`src/hdl/sdp_pkg.sv`:
```
// Constants and types for the streaming data port handshake block.
// Assumes one core clock; all port pins arrive from outside that domain.
//
// Functional notes
// - One packet-marking sync mode per port; counter-only mode is the reset default.
// - Fixed-length modes take packet length from fixed_block_length.
// - Counter-only read outputs no data unless data_available_flag is active; the lane still drives rbyte_r whenever direction_select is high.
// - With port_enable low, all other port controls are ignored; direction_select still sets lane drive and buffer_select_pins the flag.
// - data_available_flag rises with the first byte driven on the lane.
// - Read advances on the edge that samples port_enable high; lane holds otherwise.
// - First-byte-marker read drives packet_marker during each packet's first byte.
// - With port_enable low and data left, current byte stays on the lane.
// - Last-byte-marker read flags each packet's final byte; data valid when enabled.
// - Serial marker may last one bit or a byte; meaning follows sync mode.
// - Serial bit order programmable both ways; MSB first by default.
// - Counter-only write ignores packet_marker; internal counter finds boundaries.
// - On writes, packet_marker is disregarded while port_enable is low.
// - Last-byte-marker write accepts varying lengths, closing on the marked byte.
// - Multistream: data_available_flag low unless the holding read buffer is addressed.
// - Multistream read: flag, marker and first byte appear in the same cycle.
package sdp_pkg;
   localparam int SDP_BYTE_W = 8;
   localparam int SDP_SEL_W = 3;
   localparam int SDP_LEN_W = 12;
   localparam int SDP_FIFO_DEPTH = 16;
   localparam int SDP_BIT_CNT_W = 3;
   localparam logic [SDP_BIT_CNT_W-1:0] SDP_LAST_BIT = 3'h7;
   localparam logic [SDP_LEN_W-1:0] SDP_LEN_RST = 12'h0BC;

   typedef enum logic [1:0]
   {
      SDP_SYNC_COUNTER,
      SDP_SYNC_FIRST,
      SDP_SYNC_LAST
   } sdp_sync_mode_t;

   localparam sdp_sync_mode_t SDP_SYNC_RST = SDP_SYNC_COUNTER;

   // Pins sampled together through the synchroniser
   typedef struct packed {
      logic pclk;
      logic en;
      logic rw;
      logic [SDP_SEL_W-1:0] sel;
      logic mark;
      logic [SDP_BYTE_W-1:0] data;
   } sdp_pins_t;

   // Byte stored from the port toward the transmit buffers
   typedef struct packed {
      logic [SDP_SEL_W-1:0] buf_num;
      logic first;
      logic last;
      logic [SDP_BYTE_W-1:0] data;
   } sdp_wr_word_t;

   // Byte from the receive buffer toward the port
   typedef struct packed {
      logic last;
      logic [SDP_BYTE_W-1:0] data;
   } sdp_rd_word_t;
endpackage

```
`src/hdl/sdp_fifo.sv`:
```
// Flip-flop FIFO with valid/ready on both sides.
// Assumes a single clock and asynchronous active-high reset.
module sdp_fifo
#(
   parameter int WIDTH = 8,
   parameter int DEPTH = 16
)
(
   input wire logic clk,
   input wire logic rst,
   input wire logic in_valid,
   output logic in_ready,
   input wire logic [WIDTH-1:0] in_data,
   output logic out_valid,
   input wire logic out_ready,
   output logic [WIDTH-1:0] out_data
);
   localparam int AW = $clog2(DEPTH);
   logic [WIDTH-1:0] mem_r [DEPTH];
   logic [AW-1:0] wr_ptr_r;
   logic [AW-1:0] rd_ptr_r;
   logic [AW:0] count_r;
   logic push;
   logic pop;

   assign in_ready = (count_r != DEPTH[AW:0]);
   assign out_valid = (count_r != '0);
   assign out_data = mem_r[rd_ptr_r];
   assign push = in_valid && in_ready;
   assign pop = out_valid && out_ready;

   always_ff @(posedge clk)
   begin
      if (push)
      begin
         mem_r[wr_ptr_r] <= in_data;
      end
   end

   always_ff @(posedge clk or posedge rst)
   begin
      if (rst)
      begin
         wr_ptr_r <= '0;
         rd_ptr_r <= '0;
         count_r <= '0;
      end
      else
      begin
         if (push)
         begin
            wr_ptr_r <= (wr_ptr_r == AW'(DEPTH - 1)) ? '0 : wr_ptr_r + 1'b1;
         end
         if (pop)
         begin
            rd_ptr_r <= (rd_ptr_r == AW'(DEPTH - 1)) ? '0 : rd_ptr_r + 1'b1;
         end
         case ({push, pop})
            2'b10: count_r <= count_r + 1'b1;
            2'b01: count_r <= count_r - 1'b1;
            default: count_r <= count_r;
         endcase
      end
   end
endmodule

```
`src/hdl/sdp_port.sv`:
```
// Streaming data port handshake: byte-wide or serial, three sync modes.
// Assumes port pins are asynchronous to clk; the port clock is sampled, not used as a clock.
module sdp_port
   import sdp_pkg::*;
#(
   parameter int FIFO_DEPTH = SDP_FIFO_DEPTH,
   parameter int LEN_W = SDP_LEN_W
)
(
   input wire logic clk,
   input wire logic rst,
   input wire logic port_clock,
   input wire logic port_enable,
   input wire logic direction_select,
   input wire logic [SDP_SEL_W-1:0] buffer_select_pins,
   input wire logic packet_marker_in,
   input wire logic [SDP_BYTE_W-1:0] byte_lane_in,
   output logic [SDP_BYTE_W-1:0] byte_lane_out,
   output logic byte_lane_oe_n,
   output logic packet_marker_out,
   output logic packet_marker_oe_n,
   output logic data_available_flag,
   output logic buffer_overrun,
   input wire sdp_sync_mode_t sync_mode,
   input wire logic [LEN_W-1:0] fixed_block_length,
   input wire logic multistream_en,
   input wire logic [SDP_SEL_W-1:0] read_buffer_num,
   input wire logic serial_mode,
   input wire logic lsb_first,
   input wire logic serial_marker_byte,
   output logic tx_valid,
   input wire logic tx_ready,
   output sdp_wr_word_t tx_word,
   input wire logic rx_valid,
   output logic rx_ready,
   input wire sdp_rd_word_t rx_word
);
   sdp_pins_t pins_now;
   sdp_pins_t pins_meta_r;
   sdp_pins_t pins_r;
   logic pclk_prev_r;
   logic edge_en;
   logic wr_edge;
   logic rd_edge;
   // Write path state
   logic [SDP_BIT_CNT_W-1:0] wbit_r;
   logic [SDP_BYTE_W-1:0] wshift_r;
   logic wmark_r;
   logic [LEN_W-1:0] wcnt_r;
   logic win_pkt_r;
   logic wbyte_done;
   logic [SDP_BYTE_W-1:0] wbyte;
   logic wmark;
   logic wstore;
   logic wfirst;
   logic wlast;
   logic [LEN_W-1:0] wcnt_nxt;
   logic win_pkt_nxt;
   logic wq_valid;
   logic wq_ready;
   sdp_wr_word_t wq_word;
   // Read path state
   logic rq_valid;
   logic rq_ready;
   sdp_rd_word_t rq_word;
   logic pres_r;
   logic [SDP_BYTE_W-1:0] rbyte_r;
   logic rlast_r;
   logic [LEN_W-1:0] rcnt_r;
   logic [SDP_BIT_CNT_W-1:0] rbit_r;
   logic rsel_ok;
   logic rbyte_done;
   logic rload;
   logic [SDP_BIT_CNT_W-1:0] rbit_idx;
   logic rmark;

   assign pins_now = '{pclk: port_clock, en: port_enable, rw: direction_select,
                       sel: buffer_select_pins, mark: packet_marker_in, data: byte_lane_in};

   always_ff @(posedge clk or posedge rst)
   begin
      if (rst)
      begin
         pins_meta_r <= '0;
         pins_r <= '0;
         pclk_prev_r <= 1'b0;
      end
      else
      begin
         pins_meta_r <= pins_now;
         pins_r <= pins_meta_r;
         pclk_prev_r <= pins_r.pclk;
      end
   end

   assign edge_en = pins_r.pclk && !pclk_prev_r && pins_r.en;
   assign wr_edge = edge_en && !pins_r.rw;
   assign rd_edge = edge_en && pins_r.rw;

   assign wbyte_done = !serial_mode || (wbit_r == SDP_LAST_BIT);
   always_comb
   begin
      wbyte = pins_r.data;
      if (serial_mode)
      begin
         wbyte = lsb_first ? {pins_r.data[0], wshift_r[SDP_BYTE_W-1:1]}
                           : {wshift_r[SDP_BYTE_W-2:0], pins_r.data[0]};
      end
   end
   // Marker of one bit or whole byte
   assign wmark = pins_r.mark || (serial_mode && wmark_r);

   always_ff @(posedge clk or posedge rst)
   begin
      if (rst)
      begin
         wbit_r <= '0;
         wshift_r <= '0;
         wmark_r <= 1'b0;
      end
      else if (wr_edge)
      begin
         wbit_r <= wbyte_done ? '0 : wbit_r + 1'b1;
         wshift_r <= wbyte;
         wmark_r <= wbyte_done ? 1'b0 : wmark;
      end
   end

   // Packet boundary tagging on a completed write byte
   always_comb
   begin
      wstore = 1'b1;
      wfirst = 1'b0;
      wlast = 1'b0;
      wcnt_nxt = wcnt_r;
      win_pkt_nxt = win_pkt_r;
      case (sync_mode)
         SDP_SYNC_FIRST:
         begin
            // Marker only counts on enabled bytes
            if (wmark)
            begin
               wfirst = 1'b1;
               wcnt_nxt = LEN_W'(1);
            end
            else
            begin
               wstore = win_pkt_r;
               wcnt_nxt = wcnt_r + 1'b1;
            end
            wlast = wstore && (wcnt_nxt == fixed_block_length);
            win_pkt_nxt = wstore && !wlast;
         end
         SDP_SYNC_LAST:
         begin
            wfirst = !win_pkt_r;
            wlast = wmark;
            win_pkt_nxt = !wmark;
         end
         default:
         begin
            wfirst = (wcnt_r == '0);
            wlast = (wcnt_r + 1'b1 == fixed_block_length);
            wcnt_nxt = wlast ? '0 : wcnt_r + 1'b1;
            win_pkt_nxt = !wlast;
         end
      endcase
   end

   // Enabled bytes go to the buffer, except first-byte-marker bytes outside a packet
   assign wq_valid = wr_edge && wbyte_done && wstore;
   assign wq_word = '{buf_num: pins_r.sel, first: wfirst, last: wlast, data: wbyte};

   always_ff @(posedge clk or posedge rst)
   begin
      if (rst)
      begin
         wcnt_r <= '0;
         win_pkt_r <= 1'b0;
      end
      else if (wr_edge && wbyte_done)
      begin
         wcnt_r <= wcnt_nxt;
         win_pkt_r <= win_pkt_nxt;
      end
   end

   always_ff @(posedge clk or posedge rst)
   begin
      if (rst)
      begin
         buffer_overrun <= 1'b0;
      end
      else if (wq_valid && !wq_ready)
      begin
         buffer_overrun <= 1'b1;
      end
   end

   sdp_fifo #(.WIDTH($bits(sdp_wr_word_t)), .DEPTH(FIFO_DEPTH)) u_tx_fifo
   (
      .clk(clk),
      .rst(rst),
      .in_valid(wq_valid),
      .in_ready(wq_ready),
      .in_data(wq_word),
      .out_valid(tx_valid),
      .out_ready(tx_ready),
      .out_data(tx_word)
   );
   sdp_fifo #(.WIDTH($bits(sdp_rd_word_t)), .DEPTH(FIFO_DEPTH)) u_rx_fifo
   (
      .clk(clk),
      .rst(rst),
      .in_valid(rx_valid),
      .in_ready(rx_ready),
      .in_data(rx_word),
      .out_valid(rq_valid),
      .out_ready(rq_ready),
      .out_data(rq_word)
   );

   // Only the addressed read buffer presents data
   assign rsel_ok = !multistream_en || (pins_r.sel == read_buffer_num);
   assign rbyte_done = !serial_mode || (rbit_r == SDP_LAST_BIT);
   assign rload = rq_valid && rsel_ok && (!pres_r || (rd_edge && rbyte_done));
   assign rq_ready = rload;

   always_ff @(posedge clk or posedge rst)
   begin
      if (rst)
      begin
         pres_r <= 1'b0;
         rbyte_r <= '0;
         rlast_r <= 1'b0;
         rbit_r <= '0;
      end
      else
      begin
         if (rd_edge && pres_r)
         begin
            rbit_r <= rbyte_done ? '0 : rbit_r + 1'b1;
         end
         if (rload)
         begin
            pres_r <= 1'b1;
            rbyte_r <= rq_word.data;
            rlast_r <= rq_word.last;
         end
         else if (rd_edge && rbyte_done)
         begin
            pres_r <= 1'b0;
         end
      end
   end

   always_ff @(posedge clk or posedge rst)
   begin
      if (rst)
      begin
         rcnt_r <= '0;
      end
      else if (pres_r && rd_edge && rbyte_done)
      begin
         rcnt_r <= (rcnt_r + 1'b1 == fixed_block_length) ? '0 : rcnt_r + 1'b1;
      end
   end

   assign rbit_idx = lsb_first ? rbit_r : SDP_LAST_BIT - rbit_r;
   always_comb
   begin
      case (sync_mode)
         SDP_SYNC_FIRST: rmark = (rcnt_r == '0);
         SDP_SYNC_LAST: rmark = rlast_r;
         default: rmark = 1'b0;
      endcase
      if (serial_mode && !serial_marker_byte && rbit_r != '0)
      begin
         rmark = 1'b0;
      end
   end

   always_ff @(posedge clk or posedge rst)
   begin
      if (rst)
      begin
         byte_lane_out <= '0;
         byte_lane_oe_n <= 1'b1;
         packet_marker_out <= 1'b0;
         packet_marker_oe_n <= 1'b1;
         data_available_flag <= 1'b0;
      end
      else
      begin
         byte_lane_out <= serial_mode ? {7'h00, rbyte_r[rbit_idx]} : rbyte_r;
         byte_lane_oe_n <= !pins_r.rw;
         packet_marker_out <= pres_r && rmark;
         packet_marker_oe_n <= !(pins_r.rw && sync_mode != SDP_SYNC_COUNTER);
         data_available_flag <= pres_r && rsel_ok;
      end
   end
endmodule

```
`config.mk`:
```
export PLATFORM = sky130hd
export DESIGN_NAME = sdp_port
export DESIGN_NICKNAME = d
export VERILOG_FILES = /design/src/hdl/sdp_pkg.sv /design/src/hdl/sdp_fifo.sv /design/src/hdl/sdp_port.sv
export SDC_FILE = /design/constraint.sdc
export NUM_CORES = 1
export LEC_CHECK = 0
export ABC_AREA = 1
export BUFFER_PORTS_ARGS = -buffer_cell sky130_fd_sc_hd__buf_4
export CAP_MARGIN = 15
export CORE_ASPECT_RATIO = 0.6
export CORE_MARGIN = 5
export CORE_UTILIZATION = 56
export DETAILED_ROUTE_END_ITERATION = 10
export HOLD_SLACK_MARGIN = 0.08
export PLACE_DENSITY = 0.72
export SLEW_MARGIN = 20
export SYNTH_ARGS = -nofsm -noshare
export SYNTH_HDL_FRONTEND = slang
export SYNTH_HIERARCHICAL = 1
export SYNTH_SLANG_ARGS = --single-unit
```
`constraint.sdc`:
```
create_clock -name clk -period 3.1 [get_ports clk]
set_input_delay 0.155 -clock clk [delete_from_list [all_inputs] [get_ports clk]]
set_output_delay 0.155 -clock clk [all_outputs]
set_load 0.005 [all_outputs]
```
Yosys cells after proc, flatten, opt, wreduce, memory -nomap -nowiden
Memories as Yosys holds them, arrays and structs flattened. A register that Yosys moved wholly into a read port is not among the register bits.
Index checks and enable logic that the tools add are counted.

operators by class
  add/sub/neg operators = 13
  magnitude comparators = 1
  equality and inequality tests = 18
  multiplexer cells = 35
  bitwise logic cells = 1
  reduce and logical (&&, ||, !) cells = 51

operator list
  cell                   number
  $mux 12                4
  $eq 12x12->1           3
  $add 12x1->12 const B  2
  $logic_and 1x1->1      24
  $logic_not 12->1       2
  $mux 8                 3
  $pmux 12 s2            1
  $pmux 5 s2             2
  $add 4x1->4 const B    4
  $eq 4x4->1 const B     4
  $mux 4                 4
  $mux 1                 13
  $logic_not 1->1        12
  $add 5x1->5 const B    2
  $ne 5x5->1 const B     2
  $reduce_bool 5->1      2
  $sub 5x1->5 const B    2
  $mux 3                 3
  $pmux 1 s2             4
  $reduce_bool 2->1      4
  $add 3x1->3 const B    2
  $eq 2x1->1 const B     3
  $eq 2x2->1 const B     3
  $eq 3x3->1 const B     2
  8 further kinds        12

storage, ports and cells
  register bits = 111
  RAM bits = 352
  memories = 2

memories
  memory           depth  width  read ports  clocked after Yosys merged registers in  write ports  RTL line        source
  u_tx_fifo.mem_r  16     13     1           0                                        1            sdp_fifo.sv:19  logic [WIDTH-1:0] mem_r [DEPTH];
  u_rx_fifo.mem_r  16     9      1           1                                        1            sdp_fifo.sv:19

Longest topological paths before layout
Gate-level depths: netlist of the first run.

  depth in word-level cells = 10
  depth in mapped cells = 20

Hierarchy
Netlist of the first run, hierarchy kept.

by module, submodules not included
  module                times used  cells an instance  area each (µm²)  seq. area each (µm²)
  sdp_fifo (u_tx_fifo)  1           1015               9957.0           6571.3
  sdp_fifo (u_rx_fifo)  1           739                7155.6           4649.5
  sdp_port              1           662                5041.1           2354.8

Worst setup path before layout of the first run
Ideal clock, no wire load.

  kind = reg2reg
  start = register rbit_r[0]
  end = register u_rx_fifo.count_r[4]
  library setup time = 0.117 ns
  data arrival time = 2.750 ns
  required time = 2.983 ns
  setup slack = 0.234 ns
  stages on the path, launching flop included = 20
  buffers on the path = 1
  period minus slack after synthesis = 2.866 ns
  path through = dfrtp_1 ha_1 ha_1 nor2_1 nor2_1 nor2_1 inv_1 nand3_1 inv_2 buf_2 nand2_1 inv_1 ha_1 fa_1 nand2_1 nand2_1 nand3_1 nand2_1 nand2_1 nand2_1

on the way
  longest elaborated chain between the ends = 8

RTL lines
  what                                                    RTL line         source
  start: declaration                                      sdp_port.sv:70   logic [SDP_BIT_CNT_W-1:0] rbit_r;
  start signal: assignment                                sdp_port.sv:242  rbit_r <= rbyte_done ? '0 : rbit_r + 1'b1;
  $eq 3x3->1 *                                            sdp_port.sv:225  assign rbyte_done = !serial_mode || (rbit_r == SDP_LAST_BIT);
  $logic_or 1x1->1 *                                      sdp_port.sv:225
  $logic_and 1x1->1 *                                     sdp_port.sv:226  assign rload = rq_valid && rsel_ok && (!pres_r || (rd_edge && rbyte_done));
  $logic_or 1x1->1 *                                      sdp_port.sv:226
  $logic_and 1x1->1 *                                     sdp_port.sv:226
  named net rload                                         sdp_port.sv:73   logic rload;
  $logic_and 1x1->1 *                                     sdp_fifo.sv:30   assign pop = out_valid && out_ready;
  named net u_rx_fifo.pop                                 sdp_fifo.sv:24   logic pop;
  $eq 2x1->1 / $eq 2x2->1 (equally long branches)         sdp_fifo.sv:58   case ({push, pop})
  $pmux 5 s2 / $reduce_bool 2->1 (equally long branches)  --
  end signal: assignment                                  sdp_fifo.sv:59   2'b10: count_r <= count_r + 1'b1;
  end signal: assignment                                  sdp_fifo.sv:60   2'b01: count_r <= count_r - 1'b1;
  end signal: assignment                                  sdp_fifo.sv:61   default: count_r <= count_r;
  end: declaration                                        sdp_fifo.sv:22   logic [AW:0] count_r;

The timed path passes the listed nets; every way through them passes the cells marked *.
A chain may end at the register's enable or synchronous reset.

Worst setup path after layout of the first run
  start = register wbit_r[0]
  end = register wcnt_r[5]

on the way
  longest elaborated chain between the ends = 4

RTL lines
  what                               RTL line         source
  start: declaration                 sdp_port.sv:46   logic [SDP_BIT_CNT_W-1:0] wbit_r;
  start signal: assignment           sdp_port.sv:123  wbit_r <= wbyte_done ? '0 : wbit_r + 1'b1;
  $eq 3x3->1                         sdp_port.sv:100  assign wbyte_done = !serial_mode || (wbit_r == SDP_LAST_BIT);
  $logic_or 1x1->1                   sdp_port.sv:100
  $logic_and 1x1->1                  sdp_port.sv:181  else if (wr_edge && wbyte_done)
  $reduce_and 2->1 (no source line)  --
  end signal: assignment             sdp_port.sv:183  wcnt_r <= wcnt_nxt;
  end: declaration                   sdp_port.sv:49   logic [LEN_W-1:0] wcnt_r;

Every way passes these cells.

==> flow_summary.ini, run 1 <==
[floorplan]
rows = 56
core_area_sq_um = 39100
chipWidth_um = 266.8
die_h_um = 164.1
effective_utilization_at_floorplan_pct = 56.66
fp.dieArea_sq_um = 43770
boundaryPins = 77

[logic_synthesis]
synth_top_cells_by_area = sky130_fd_sc_hd__edfxtp_1 (48%), sky130_fd_sc_hd__nand2_1 (14%), sky130_fd_sc_hd__dfrtp_1 (13%)
synthesis.nets = 2497
cell_taking_the_most_area_after_synthesis = sky130_fd_sc_hd__edfxtp_1
synth.yosys.seq_area_share_pct = 61.28
syn_inst = 2416
number_of_different_library_cells_in_the_post_synthesis_netlist = 42
netlist_area_sq_um = 22150
synth.top_cell.area_share_pct = 47.71
synth_top_flop_cell = sky130_fd_sc_hd__edfxtp_1
ys_ff_latch = 472
yosys_warnings = 6
synthesis.area_per_instance_sq_um = 9.170
ys_async_sr_fraction_pct = 25.42
synth_edf_count = 352

[placed_design]
placed_cells = 3003
dp_hpwl_mm = 34.29
buffer_ports.inserted = 76
gp_routability_congestion = 0.9070
placed_cell_area_sq_um = 23470

[clock_tree]
cts.clk_slew.worst_paths_ns = 0.07
cts_made_buffers = 44
cts_num_sinks = 472
htreeDepth = 2
clock_tree.root_cell = sky130_fd_sc_hd__clkbuf_16
worst_skew_pair.late_latency_ns = 0.56
clock_path_buffers = 3
cts_tree = yes

[worst_setup_path]
timing.rr.start = wbit_r[0]$_DFFE_PP0P_
cp_data_arrival_time_ns = 3.34
cp_required_ns = 3.57
criticalPathCategory = flip-flop to flip-flop
critical_path.cell_chain = ha_1 > ha_1 > nor2_1 > nor2_1 > inv_1 > nor2_1 > nand2_1 > nor2_1 > nand2_1 > o21ai_1
timing.critical_path.from = wbit_r[0]$_DFFE_PP0P_
setup.worst_path.start_class = flip-flop
crit_path_top_delay_cell = sky130_fd_sc_hd__nor2_1
cp_common_cell = sky130_fd_sc_hd__nor2_1
critical_path.max_fanout = 14
critical_path.endpoint_type = flip-flop
timing.critical_path.slowest_cell_delay_ns = 0.81

[global_routing]
antenna_found_initial = 0
gr-total-overflow = 0
grt_first_pass_wirelength_mm = 83.90
largest_net_degree_at_the_start_of_global_routing = 108
groute.usage.overall_pct = 23.93
grt_pass1_vias = 15820

[finish]
ratio_of_cells_with_drive_above_1_in_the_final_layout_pct = 9.371
final-instance-count-excl-fill = 3115
fin_area_sq_um = 25130
area.sequential_sq_um = 13580
fillers = 3128
insertedDiodeCount = 0
post-route-util_pct = 64.27
multi_input_area_sq_um = 6406
area.growth.synth_to_final_pct = 13.42
nets = 2639

[timing]
finalHoldViolCount = 0
totalNegativeSetupSlack_ns = 0
finClkSkew_ns = 0.02831
timing.final.crit_period_ns = 2.874
slew_headroom_pct = 29.10
rsz0062_at_grt = false
drv_slew = 0
setup_viol = 0
highest_attainable_clock_frequency_mhz = 348.0
timing.final.crit_share_pct = 92.70
tightest_slew_ns = 1.060

[power_and_ir_drop]
power_leakage_nw = 11.72
worst_ir_drop_on_vdd_v = 0.0007627
powerDensity_nw_per_um2 = 783.5

[detailed_routing]
ant_nets = 0
detailedRoute.firstIterationViolations = 1664
number_of_vias_after_detailed_routing = 16510
drt_first_pass_iters = 6
avgRoutedWirePerCell_um = 16.77
viasPerCell = 5.301
routed_wirelength_mm = 52.25
drt_drc_violations_left = 0

[hold_path]
timing.hold.worst.class = primary input to flip-flop
min-delay-start = read_buffer_num[0]

[run]
timing.max_cap.violations = 0

[outcome]
run_status = finished, final reports clean
[cell type report]
cell class,count,area share [%]
multi-input cells,1408,25.49
repair buffers,177,5.696
inverters,455,6.817
clock inverters,16,0.4432
flip-flops and latches,472,54.05
well taps,522,2.599
clock buffers,65,4.900
[cells in the final DEF, fill, tap and decap left out, types with 3 or more instances in the layout]
cell type                         n
sky130_fd_sc_hd__edfxtp_1       352
sky130_fd_sc_hd__dlygate4sd3_1   31
sky130_fd_sc_hd__o21ai_1         24
sky130_fd_sc_hd__nand2_1        802
sky130_fd_sc_hd__a21oi_1         15
sky130_fd_sc_hd__nor3_1           5
sky130_fd_sc_hd__nor2_4           3
sky130_fd_sc_hd__dfrtp_1        115
sky130_fd_sc_hd__nor2_1         103
sky130_fd_sc_hd__ha_1            29
sky130_fd_sc_hd__o21bai_1         3
sky130_fd_sc_hd__nor4_1           5
sky130_fd_sc_hd__a211oi_1         3
sky130_fd_sc_hd__inv_1          441
sky130_fd_sc_hd__nand4_1         21
sky130_fd_sc_hd__nand3_1        292
sky130_fd_sc_hd__nor2_2           5
sky130_fd_sc_hd__xor2_1          17
sky130_fd_sc_hd__buf_4          144
sky130_fd_sc_hd__clkinv_2         8
sky130_fd_sc_hd__xnor2_1         10
sky130_fd_sc_hd__clkinv_1         8
sky130_fd_sc_hd__clkbuf_8         3
sky130_fd_sc_hd__clkbuf_16       45
sky130_fd_sc_hd__nand2_2          6
sky130_fd_sc_hd__clkbuf_1        17
sky130_fd_sc_hd__inv_2            8
sky130_fd_sc_hd__inv_6            3
sky130_fd_sc_hd__o21ai_0         45
[worst max-delay path, delay by kind of cell (launching register included)]
kind	cells	cell delay (ns)
AO/OA/AOI/OAI	1	0.10
adder cells (fa/ha/maj)	2	0.28
buffers and inverters	1	0.09
flip-flops	1	0.37
AND/OR/NAND/NOR	6	1.94
[kinds of logic (layout without fill, tap and decap cells)]
logic type | count (synthesis) | count (layout) | share of synthesized area [%]
DFF | 472 | 472 | 61.28
xor gates and xnor gates | 27 | 27 | 1.067
muxes | 1 | 1 | 0.04518
adders and majority gates | 32 | 32 | 1.875
AOI/OAI and AO/OA | 99 | 99 | 2.395
and+or+nand+nor | 1249 | 1249 | 23.49
buffers and inverters | 536 | 713 | 9.844
[power by group]
group / switching (W) / internal [W]
Clock: 0.00229 / 0.00285
Combinational: 0.00446 / 0.00219
Sequential: 0.000454 / 0.00744
Total: 0.00721 / 0.0125
[registers in the layout, indices dropped and copies added (netlist names), 5 cells and up]
register and count:
byte_lane_out 8, pins_meta_r 15, pins_r 15, rbyte_r 8, rcnt_r 12, u_rx_fifo/count_r 5, u_rx_fifo/mem_r 144, u_tx_fifo/count_r 5
u_tx_fifo/mem_r 208, wcnt_r 12, wshift_r 8
[synth_stat cells (4+ instances only)]
master	count
sky130_fd_sc_hd__o21ai_1	20
sky130_fd_sc_hd__xor2_1	17
sky130_fd_sc_hd__nand2_2	6
sky130_fd_sc_hd__nor2_1	104
sky130_fd_sc_hd__nand3_1	292
sky130_fd_sc_hd__inv_1	442
sky130_fd_sc_hd__buf_4	8
sky130_fd_sc_hd__nor4_1	5
sky130_fd_sc_hd__dfrtp_1	118
sky130_fd_sc_hd__nor3_1	5
sky130_fd_sc_hd__clkbuf_1	14
sky130_fd_sc_hd__xnor2_1	10
sky130_fd_sc_hd__buf_2	43
sky130_fd_sc_hd__o21ai_0	50
sky130_fd_sc_hd__ha_1	30
sky130_fd_sc_hd__inv_2	8
sky130_fd_sc_hd__nand4_1	21
sky130_fd_sc_hd__buf_1	5
sky130_fd_sc_hd__clkinv_1	4
sky130_fd_sc_hd__a21oi_1	15
sky130_fd_sc_hd__nor2_2	4
sky130_fd_sc_hd__nand2_1	802
sky130_fd_sc_hd__buf_6	11
sky130_fd_sc_hd__edfxtp_1	352
[routing by layer]
metal | track usage [%] | routed length (um) | vias up
met2 | 36.27 | 23080 | 688
li1 | - | - | 7925
met1 | 36.86 | 24000 | 7827
met3 | 3.938 | 4345 | 72
met4 | 5.304 | 827 | 0
met5 | 0 | 0 | -
[worst paths after layout]
path / endpoint / slack, ns / cells after the start
min in group asynchronous: u_tx_fifo/count_r[3]$_DFFE_PP0P_ / 0.25 / 3
setup / recovery: wcnt_r[5]$_DFFE_PP0P_ / 0.23 / 10
hold reg to reg: pins_r[7]$_DFF_PP0_ / 0.35 / 0
hold / removal: data_available_flag$_DFF_PP0_ / 0.16 / 4
max in group asynchronous: byte_lane_oe_n$_DFF_PP1_ / 2.00 / 4
setup reg to reg: wcnt_r[5]$_DFFE_PP0P_ / 0.23 / 10
[metrics by stage]
| step | hold WS (ns) | worst slack (ns) | power [W] |
|---|---|---|---|
| 2_1_floorplan | 0.03196 | 0.2335 | 0.01240 |
| 3_3_place_gp | 0.2571 | 0.1938 | 0.01435 |
| 3_5_place_dp | 0.2621 | 0.1765 | 0.01451 |
| 4_1_cts | 0.1326 | 0.1653 | 0.01970 |
| 5_1_grt | 0.1457 | 0.002965 | 0.02088 |
| 6_report | 0.1605 | 0.2264 | 0.01969 |
[what timing repair did]
action,CTS,global route
hold endpoints to repair,255,0
endpoints found under the setup margin,0,3
gates resized for setup,0,2
hold buffers,31,0
setup buffers,0,0
No activity file was read; power rests on OpenSTA's default activity.
==> inputs of run 2 (changes only) <==
Settings changed: CORE_UTILIZATION 56 to 58, CTS_BUF_LIST set to sky130_fd_sc_hd__clkbuf_2, PLACE_DENSITY 0.72 to 0.74, REMOVE_ABC_BUFFERS set to 1.
==> run 2 against run 1 <==
Net effect:
- setup slack got worse by 0.047 ns
- utilization increased by 3.1 points
- register-to-register slack worse by 0.05 ns
- total power is 5.5% lower
- design area rose by 1.1%
- wire length rose by 2.3%
- first-iteration DRC count rose by 7.6%
- sequential share of layout area down 0.55 points
- clock skew rose by 0.057 ns
- largest power group unchanged
==> flow_summary.ini, run 2 (synthesis results as in run 1) <==
[clock_tree]
cts_tree = yes
cts.clk_slew.worst_paths_ns = 0.14
cts_made_buffers = 106
worst_skew_pair.late_latency_ns = 1.05
htreeDepth = 3
clock_tree.root_cell = sky130_fd_sc_hd__clkbuf_2
cts_num_sinks = 472
clock_path_buffers = 3

[power_and_ir_drop]
switching_portion_of_total_power_pct = 39.68
cellInternalPower_w = 0.01122
p_seq_share_pct = 42.4
worst_ir_drop_on_vdd_v = 0.0005186
power_leakage_nw = 12.05
power_frac_clock_pct = 20.9
p_sw_w = 0.007380
power.share.combinational_pct = 36.7
powerDensity_nw_per_um2 = 732.4

[finish]
fin_area_sq_um = 25390
top_regs = u_tx_fifo/mem_r (208), u_rx_fifo/mem_r (144)
multi_input_area_sq_um = 6427
layout.cells.most_common = sky130_fd_sc_hd__nand2_1
number_of_flip_flops_under_the_largest_register_name = 208
ratio_of_cells_with_drive_above_1_in_the_final_layout_pct = 12.88
nets = 2754
top_register = u_tx_fifo/mem_r
commonest_non_fill_non_tap_cells_in_the_layout = sky130_fd_sc_hd__nand2_1 (802), sky130_fd_sc_hd__inv_1 (440), sky130_fd_sc_hd__edfxtp_1 (352)
area.sequential_sq_um = 13580
fillers = 2998
area.growth.synth_to_final_pct = 14.62

[floorplan]
boundaryPins = 77
core_area_sq_um = 37710
chipWidth_um = 262.3
rows = 55
fp.dieArea_sq_um = 42330
effective_utilization_at_floorplan_pct = 58.75
die_h_um = 161.4

[worst_setup_path]
cp_num_buf_inv = 2
critical_path.endpoint_type = flip-flop
setup.worst_path.start_class = flip-flop
cp_data_arrival_time_ns = 3.75
critical_path.cell_chain = ha_1 > nand3_1 > nor2_4 > nand3_1 > nand2_1 > xor2_1 > nand3_1 > dlygate4sd3_1 > nor2_1 > a21oi_1 > a21oi_1 > buf_6
critical_path.max_fanout = 16
crit_family = simple AND/OR/NAND/NOR gates
cp_common_cell = sky130_fd_sc_hd__nand3_1
cp_required_ns = 3.93
crit_path_top_delay_cell = sky130_fd_sc_hd__dlygate4sd3_1
setup.reg_to_reg.worst_slack_ns = 0.18
criticalPathCategory = flip-flop to flip-flop
timing.critical_path.slowest_cell_delay_ns = 0.56

[timing]
highest_attainable_clock_frequency_mhz = 342.4
slew_headroom_pct = 32.46
totalNegativeSetupSlack_ns = 0
finClkSkew_ns = 0.08542
timing.final.crit_share_pct = 94.20
timing.final.crit_period_ns = 2.920
setup_viol = 0
drv_slew = 0
tightest_slew_ns = 1.009
finalHoldViolCount = 0

[detailed_routing]
maxUsedRoutingLayer = met4
met2_wirelength_mm = 23.74
avgRoutedWirePerCell_um = 16.30
detailedRoute.firstIterationViolations = 1791
dr_wl_met3_mm = 4.651
routed_wirelength_mm = 53.44
drt_drc_violations_left = 0
viasPerCell = 5.153
wl_on_met1_mm = 23.95
number_of_vias_after_detailed_routing = 16890
ant_nets = 0
drt_first_pass_iters = 5

[global_routing]
groute.usage.overall_pct = 25.07
antenna_found_initial = 1
grt_first_pass_wirelength_mm = 85.19
grt_pass1_vias = 16420
gr-total-overflow = 0
largest_net_degree_at_the_start_of_global_routing = 87

[placed_design]
buffer_ports.inserted = 76
dp_hpwl_mm = 34.23
placed_cell_area_sq_um = 23420
gp_routability_congestion = 0.8887

[run]
timing.max_cap.violations = 0

[outcome]
run_status = finished, final reports clean

[hold_path]
timing.hold.worst.class = primary input to flip-flop
run 2: final timing paths:
kind / start / end / cells after the start
hold / removal: fixed_block_length[6] / rcnt_r[6]$_DFFE_PP0P_ / 8
max in group asynchronous: rst / wcnt_r[0]$_DFFE_PP0P_ / 5
setup reg to reg: wcnt_r[0]$_DFFE_PP0P_ / u_tx_fifo/mem_r[3][8]$_DFFE_PP_ / 12
hold reg to reg: pins_meta_r[5]$_DFF_PP0_ / pins_r[5]$_DFF_PP0_ / 0
min in group asynchronous: rst / rcnt_r[6]$_DFFE_PP0P_ / 4
setup / recovery: wcnt_r[0]$_DFFE_PP0P_ / u_tx_fifo/mem_r[3][8]$_DFFE_PP_ / 12
run 2: cell type report:
class | count | share of cell area (%)
Tap cell | 513 | 2.528
Antenna cell | 2 | 0.01971
Sequential cell | 472 | 53.50
Clock inverter | 31 | 0.5371
Clock buffer | 167 | 3.291
Timing Repair Buffer | 230 | 8.022
Multi-Input combinational cell | 1408 | 25.31
Inverter | 455 | 6.795
run 2: worst reg2reg max path, cell delays in order (launching register included):
cell and delay [ns]:
sky130_fd_sc_hd__dfrtp_2 0.43, sky130_fd_sc_hd__ha_1 0.20, sky130_fd_sc_hd__nand3_1 0.17, sky130_fd_sc_hd__nor2_4 0.16, sky130_fd_sc_hd__nand3_1 0.12, sky130_fd_sc_hd__nand2_1 0.12, sky130_fd_sc_hd__xor2_1 0.20, sky130_fd_sc_hd__nand3_1 0.09
sky130_fd_sc_hd__dlygate4sd3_1 0.56, sky130_fd_sc_hd__nor2_1 0.17, sky130_fd_sc_hd__a21oi_1 0.09, sky130_fd_sc_hd__a21oi_1 0.20, sky130_fd_sc_hd__buf_6 0.20
run 2: power groups by stage:
| stage | combinational [W] | clock [W] | sequential, W |
|---|---|---|---|
| finish | 0.00683 | 0.00388 | 0.00788 |
| global route | 0.00763 | 0.00435 | 0.00794 |
| CTS | 0.00662 | 0.00398 | 0.00790 |
| detailed placement | 0.00646 | 0 | 0.00803 |
| global placement | 0.00627 | 0 | 0.00801 |
| floorplan | 0.00378 | 0 | 0.00823 |
run 2: timing repair:
| item | CTS | global route |
|---|---|---|
| endpoints found under the setup margin | 13 | 41 |
| resized for setup | 4 | 12 |
| hold buffers | 88 | 3 |
| setup buffers | 0 | 5 |
| endpoints found under the hold margin | 544 | 12 |
run 2: layer usage:
layer	up-vias	track usage, %
li1	8218	-
met1	7876	37.20
met2	706	38.07
met3	93	5.085
met4	0	7.409
met5	-	0
run 2: through the flow:
step	utilization (%)	std cells	worst slack [ns]	hold slack, ns	total power [W]
after floorplan	-	2335	-0.2922	0.03196	0.01201
after global routing	67.33	3277	-0.002204	0.1804	0.01992
after CTS	67.06	3269	0.004581	0.08910	0.01850
final	67.34	3278	0.1798	0.2484	0.01860
after detailed placement	62.10	2983	0.1868	0.2654	0.01449
after global placement	62.10	2983	0.2627	0.2641	0.01428
==> inputs of run 3 (changes only) <==
Settings changed: ABC_AREA 1 to unset.
==> run 3 against run 2 <==
Net effect:
- non-clock buffer count rose by 41
- utilization up 1.5 points
- final cell count is 32% lower
- hold slack worse by 0.012 ns
- critical path type unchanged
- critical endpoint is now u_tx_fifo/count_r[4]$_DFFE_PP0P_
- largest power group unchanged
==> flow_summary.ini, run 3 <==
[outcome]
run_status = finished, final reports clean

[timing]
slew_headroom_pct = 25.54
setup_viol = 0
timing.final.crit_share_pct = 97.12
tightest_slew_ns = 1.117
finalHoldViolCount = 0
rsz0062_at_grt = true
finClkSkew_ns = 0.07796
hold_slack_ns = 0.2367
highest_attainable_clock_frequency_mhz = 332.2
timing.final.crit_period_ns = 3.011
drv_slew = 0

[logic_synthesis]
synth_top_family_by_area = multiplexers
syn_inst = 1390
yosys-mux-area-fraction_pct = 10.60
synth_top_cells_by_area = sky130_fd_sc_hd__edfxtp_1 (51%), sky130_fd_sc_hd__dfrtp_1 (14%), sky130_fd_sc_hd__mux2i_1 (4.7%)
number_of_different_library_cells_in_the_post_synthesis_netlist = 85
synth-compound-area-share_pct = 8.156
yosys_warnings = 6
cell_taking_the_most_area_after_synthesis = sky130_fd_sc_hd__edfxtp_1
yosys.area_share.simple_pct = 7.998
synthesis.area_per_instance_sq_um = 14.79
synth.yosys.seq_area_share_pct = 66.04
synth_fa_ha_area_share_pct = 2.021
yosys.area_share.xor_xnor_pct = 2.088
synth_top_flop_cell = sky130_fd_sc_hd__edfxtp_1
synth_commonest_cells = sky130_fd_sc_hd__edfxtp_1 (352), sky130_fd_sc_hd__nand2_1 (121), sky130_fd_sc_hd__dfrtp_1 (118)
ys_async_sr_fraction_pct = 25.42
synth.top_cell.area_share_pct = 51.42
synth_edf_count = 352
netlist_area_sq_um = 20560
ys_ff_latch = 472
synth.most_common_cell = sky130_fd_sc_hd__edfxtp_1

[finish]
top_register = u_tx_fifo/mem_r
final-instance-count-excl-fill = 2234
layout.cells.most_common = sky130_fd_sc_hd__edfxtp_1
nets = 1764
number_of_flip_flops_under_the_largest_register_name = 208
fillers = 2426
post-route-util_pct = 68.82
ratio_of_cells_with_drive_above_1_in_the_final_layout_pct = 26.23
area.growth.synth_to_final_pct = 17.23
commonest_non_fill_non_tap_cells_in_the_layout = sky130_fd_sc_hd__edfxtp_1 (352), sky130_fd_sc_hd__buf_4 (167), sky130_fd_sc_hd__clkbuf_2 (161)
top_regs = u_tx_fifo/mem_r (208), u_rx_fifo/mem_r (144)

[power_and_ir_drop]
worst_ir_drop_on_vdd_v = 0.0005507
report.power.total_w = 0.01745
switching_portion_of_total_power_pct = 33.68
cellInternalPower_w = 0.01157
p_seq_share_pct = 46.4
power_leakage_nw = 9.201
powerDensity_nw_per_um2 = 724.0
p_sw_w = 0.005875
power_frac_clock_pct = 22.3
power.share.combinational_pct = 31.3

[detailed_routing]
maxUsedRoutingLayer = met4
wl_on_met1_mm = 21.53
detailedRoute.firstIterationViolations = 1231
ant_nets = 0
dr_wl_met3_mm = 3.793
routed_wirelength_mm = 47.27
drt_drc_violations_left = 0
number_of_vias_after_detailed_routing = 13250
met2_wirelength_mm = 21.24
drt_first_pass_iters = 5
avgRoutedWirePerCell_um = 21.16
viasPerCell = 5.930

[clock_tree]
cts_made_buffers = 102
cts.clk_slew.worst_paths_ns = 0.12
clock_tree.root_cell = sky130_fd_sc_hd__clkbuf_2
htreeDepth = 3
clock_path_buffers = 3
cts_tree = yes
worst_skew_pair.late_latency_ns = 1.07
cts_num_sinks = 472

[floorplan]
chipWidth_um = 253.0
rows = 53
effective_utilization_at_floorplan_pct = 58.71
core_area_sq_um = 35010
boundaryPins = 77
die_h_um = 155.8
fp.dieArea_sq_um = 39430

[worst_setup_path]
cp_required_ns = 4.02
cp_data_arrival_time_ns = 3.93
cp_common_cell = sky130_fd_sc_hd__ha_1
critical_path.max_fanout = 4
criticalPathCategory = flip-flop to flip-flop
timing.critical_path.slowest_cell_delay_ns = 0.37
crit_path_top_delay_cell = sky130_fd_sc_hd__dfrtp_1
critical_path.cell_chain = ha_1 > ha_1 > nand2b_1 > nand3_1 > a21oi_2 > a21boi_2 > inv_1 > ha_2 > fa_2 > a21o_1 > a2111oi_2 > a31oi_1 > a311o_1
critical_path.endpoint_type = flip-flop
setup.worst_path.start_class = flip-flop
ff2ff_path_depth = 13

[hold_path]
holdPathStages = 5
timing.hold.worst.class = primary input to flip-flop

[global_routing]
antenna_found_initial = 2
grt_first_pass_wirelength_mm = 73.06
gr-total-overflow = 0
grt_pass1_vias = 13070
largest_net_degree_at_the_start_of_global_routing = 80
groute.usage.overall_pct = 23.84

[placed_design]
placed_cells = 1938
gp_routability_congestion = 0.8771
dp_hpwl_mm = 30.66
buffer_ports.inserted = 76

[run]
timing.max_cap.violations = 0
[run 3: changes by cell type after synthesis, sizes merged, moves of 22 or more]
cell,change
a221oi,+23
mux2i,+96
nand3,-278
o211ai,+22
nor2,-44
nand2,-685
inv,-418
a22oi,+25
nor3,+23
mux4,+44
[run 3: power by group through the flow]
stage               sequential, W  combinational (W)  clock, W
floorplan                 0.00840            0.00289         0
global placement          0.00825            0.00477         0
detailed placement        0.00828            0.00490         0
CTS                       0.00811            0.00513   0.00401
global route              0.00817            0.00591   0.00434
finish                    0.00809            0.00546   0.00390
[run 3: timing repair]
action	4_1_cts	5_1_grt
resized for setup	9	33
buffers inserted	4	13
endpoints found under the setup margin	16	34
endpoints found under the hold margin	632	0
hold buffers	89	0
gates cloned	0	2
pin swaps	0	5
[run 3: stage by stage]
stage	TNS [ns]	instance area, sq um	worst slack [ns]
after floorplan	-22.04	20050	-0.7467
after global placement	0	21920	0.02252
after detailed placement	-0.1341	21920	-0.1341
after CTS	0	23830	0.008702
after global routing	-0.1165	24100	-0.09464
final	0	24100	0.08936
[run 3: worst paths after layout]
kind,startpoint,endpoint,slack (ns)
hold / removal,serial_mode,wmark_r$_DFFE_PP0P_,0.24
setup / recovery,wbit_r[0]$_DFFE_PP0P_,u_tx_fifo/count_r[4]$_DFFE_PP0P_,0.09
hold reg to reg,pins_meta_r[5]$_DFF_PP0_,pins_r[5]$_DFF_PP0_,0.34
max in group asynchronous,rst,wshift_r[5]$_DFFE_PP0P_,1.76
min in group asynchronous,rst,u_rx_fifo/rd_ptr_r[1]$_DFFE_PP0P_,0.47
setup reg to reg,wbit_r[0]$_DFFE_PP0P_,u_tx_fifo/count_r[4]$_DFFE_PP0P_,0.09
[run 3: cells by family (layout without fill, tap and decap cells)]
group | count (synthesis) | after routing
and+or+nand+nor | 333 | 333
xor gates and xnor gates | 45 | 45
buffers and inverters | 115 | 490
other | 0 | 2
DFF | 472 | 472
AOI/OAI and AO/OA | 237 | 237
adders and majority gates | 32 | 32
muxes | 156 | 156
[run 3: metal layers]
metal  global-route usage [%]  vias up
met5                        0        -
met1                    36.75     6668
met3                    5.248       59
li1                         -     5965
met2                    35.20      556
met4                    6.062        0
[run 3: layout make-up]
cell class                 instances  area, sq um  area share, %
multi-input combinational        803         6434          26.70
clock inverter                    25        157.7         0.6542
inverter                          33        133.9         0.5556
tap                              467        584.3          2.425
timing repair buffer             271         2385          9.897
sequential                       472        13590          56.40
clock buffer                     161        805.8          3.344
antenna                            2        5.005        0.02077
[run 3: worst max-delay path: cells and delay by family (launching register included)]
| family | cells | cell delay, ns |
|---|---|---|
| buffers and inverters | 1 | 0.07 |
| adder cells (fa/ha/maj) | 4 | 0.88 |
| AO/OA/AOI/OAI | 6 | 1.31 |
| flip-flops | 1 | 0.37 |
| AND/OR/NAND/NOR | 2 | 0.28 |
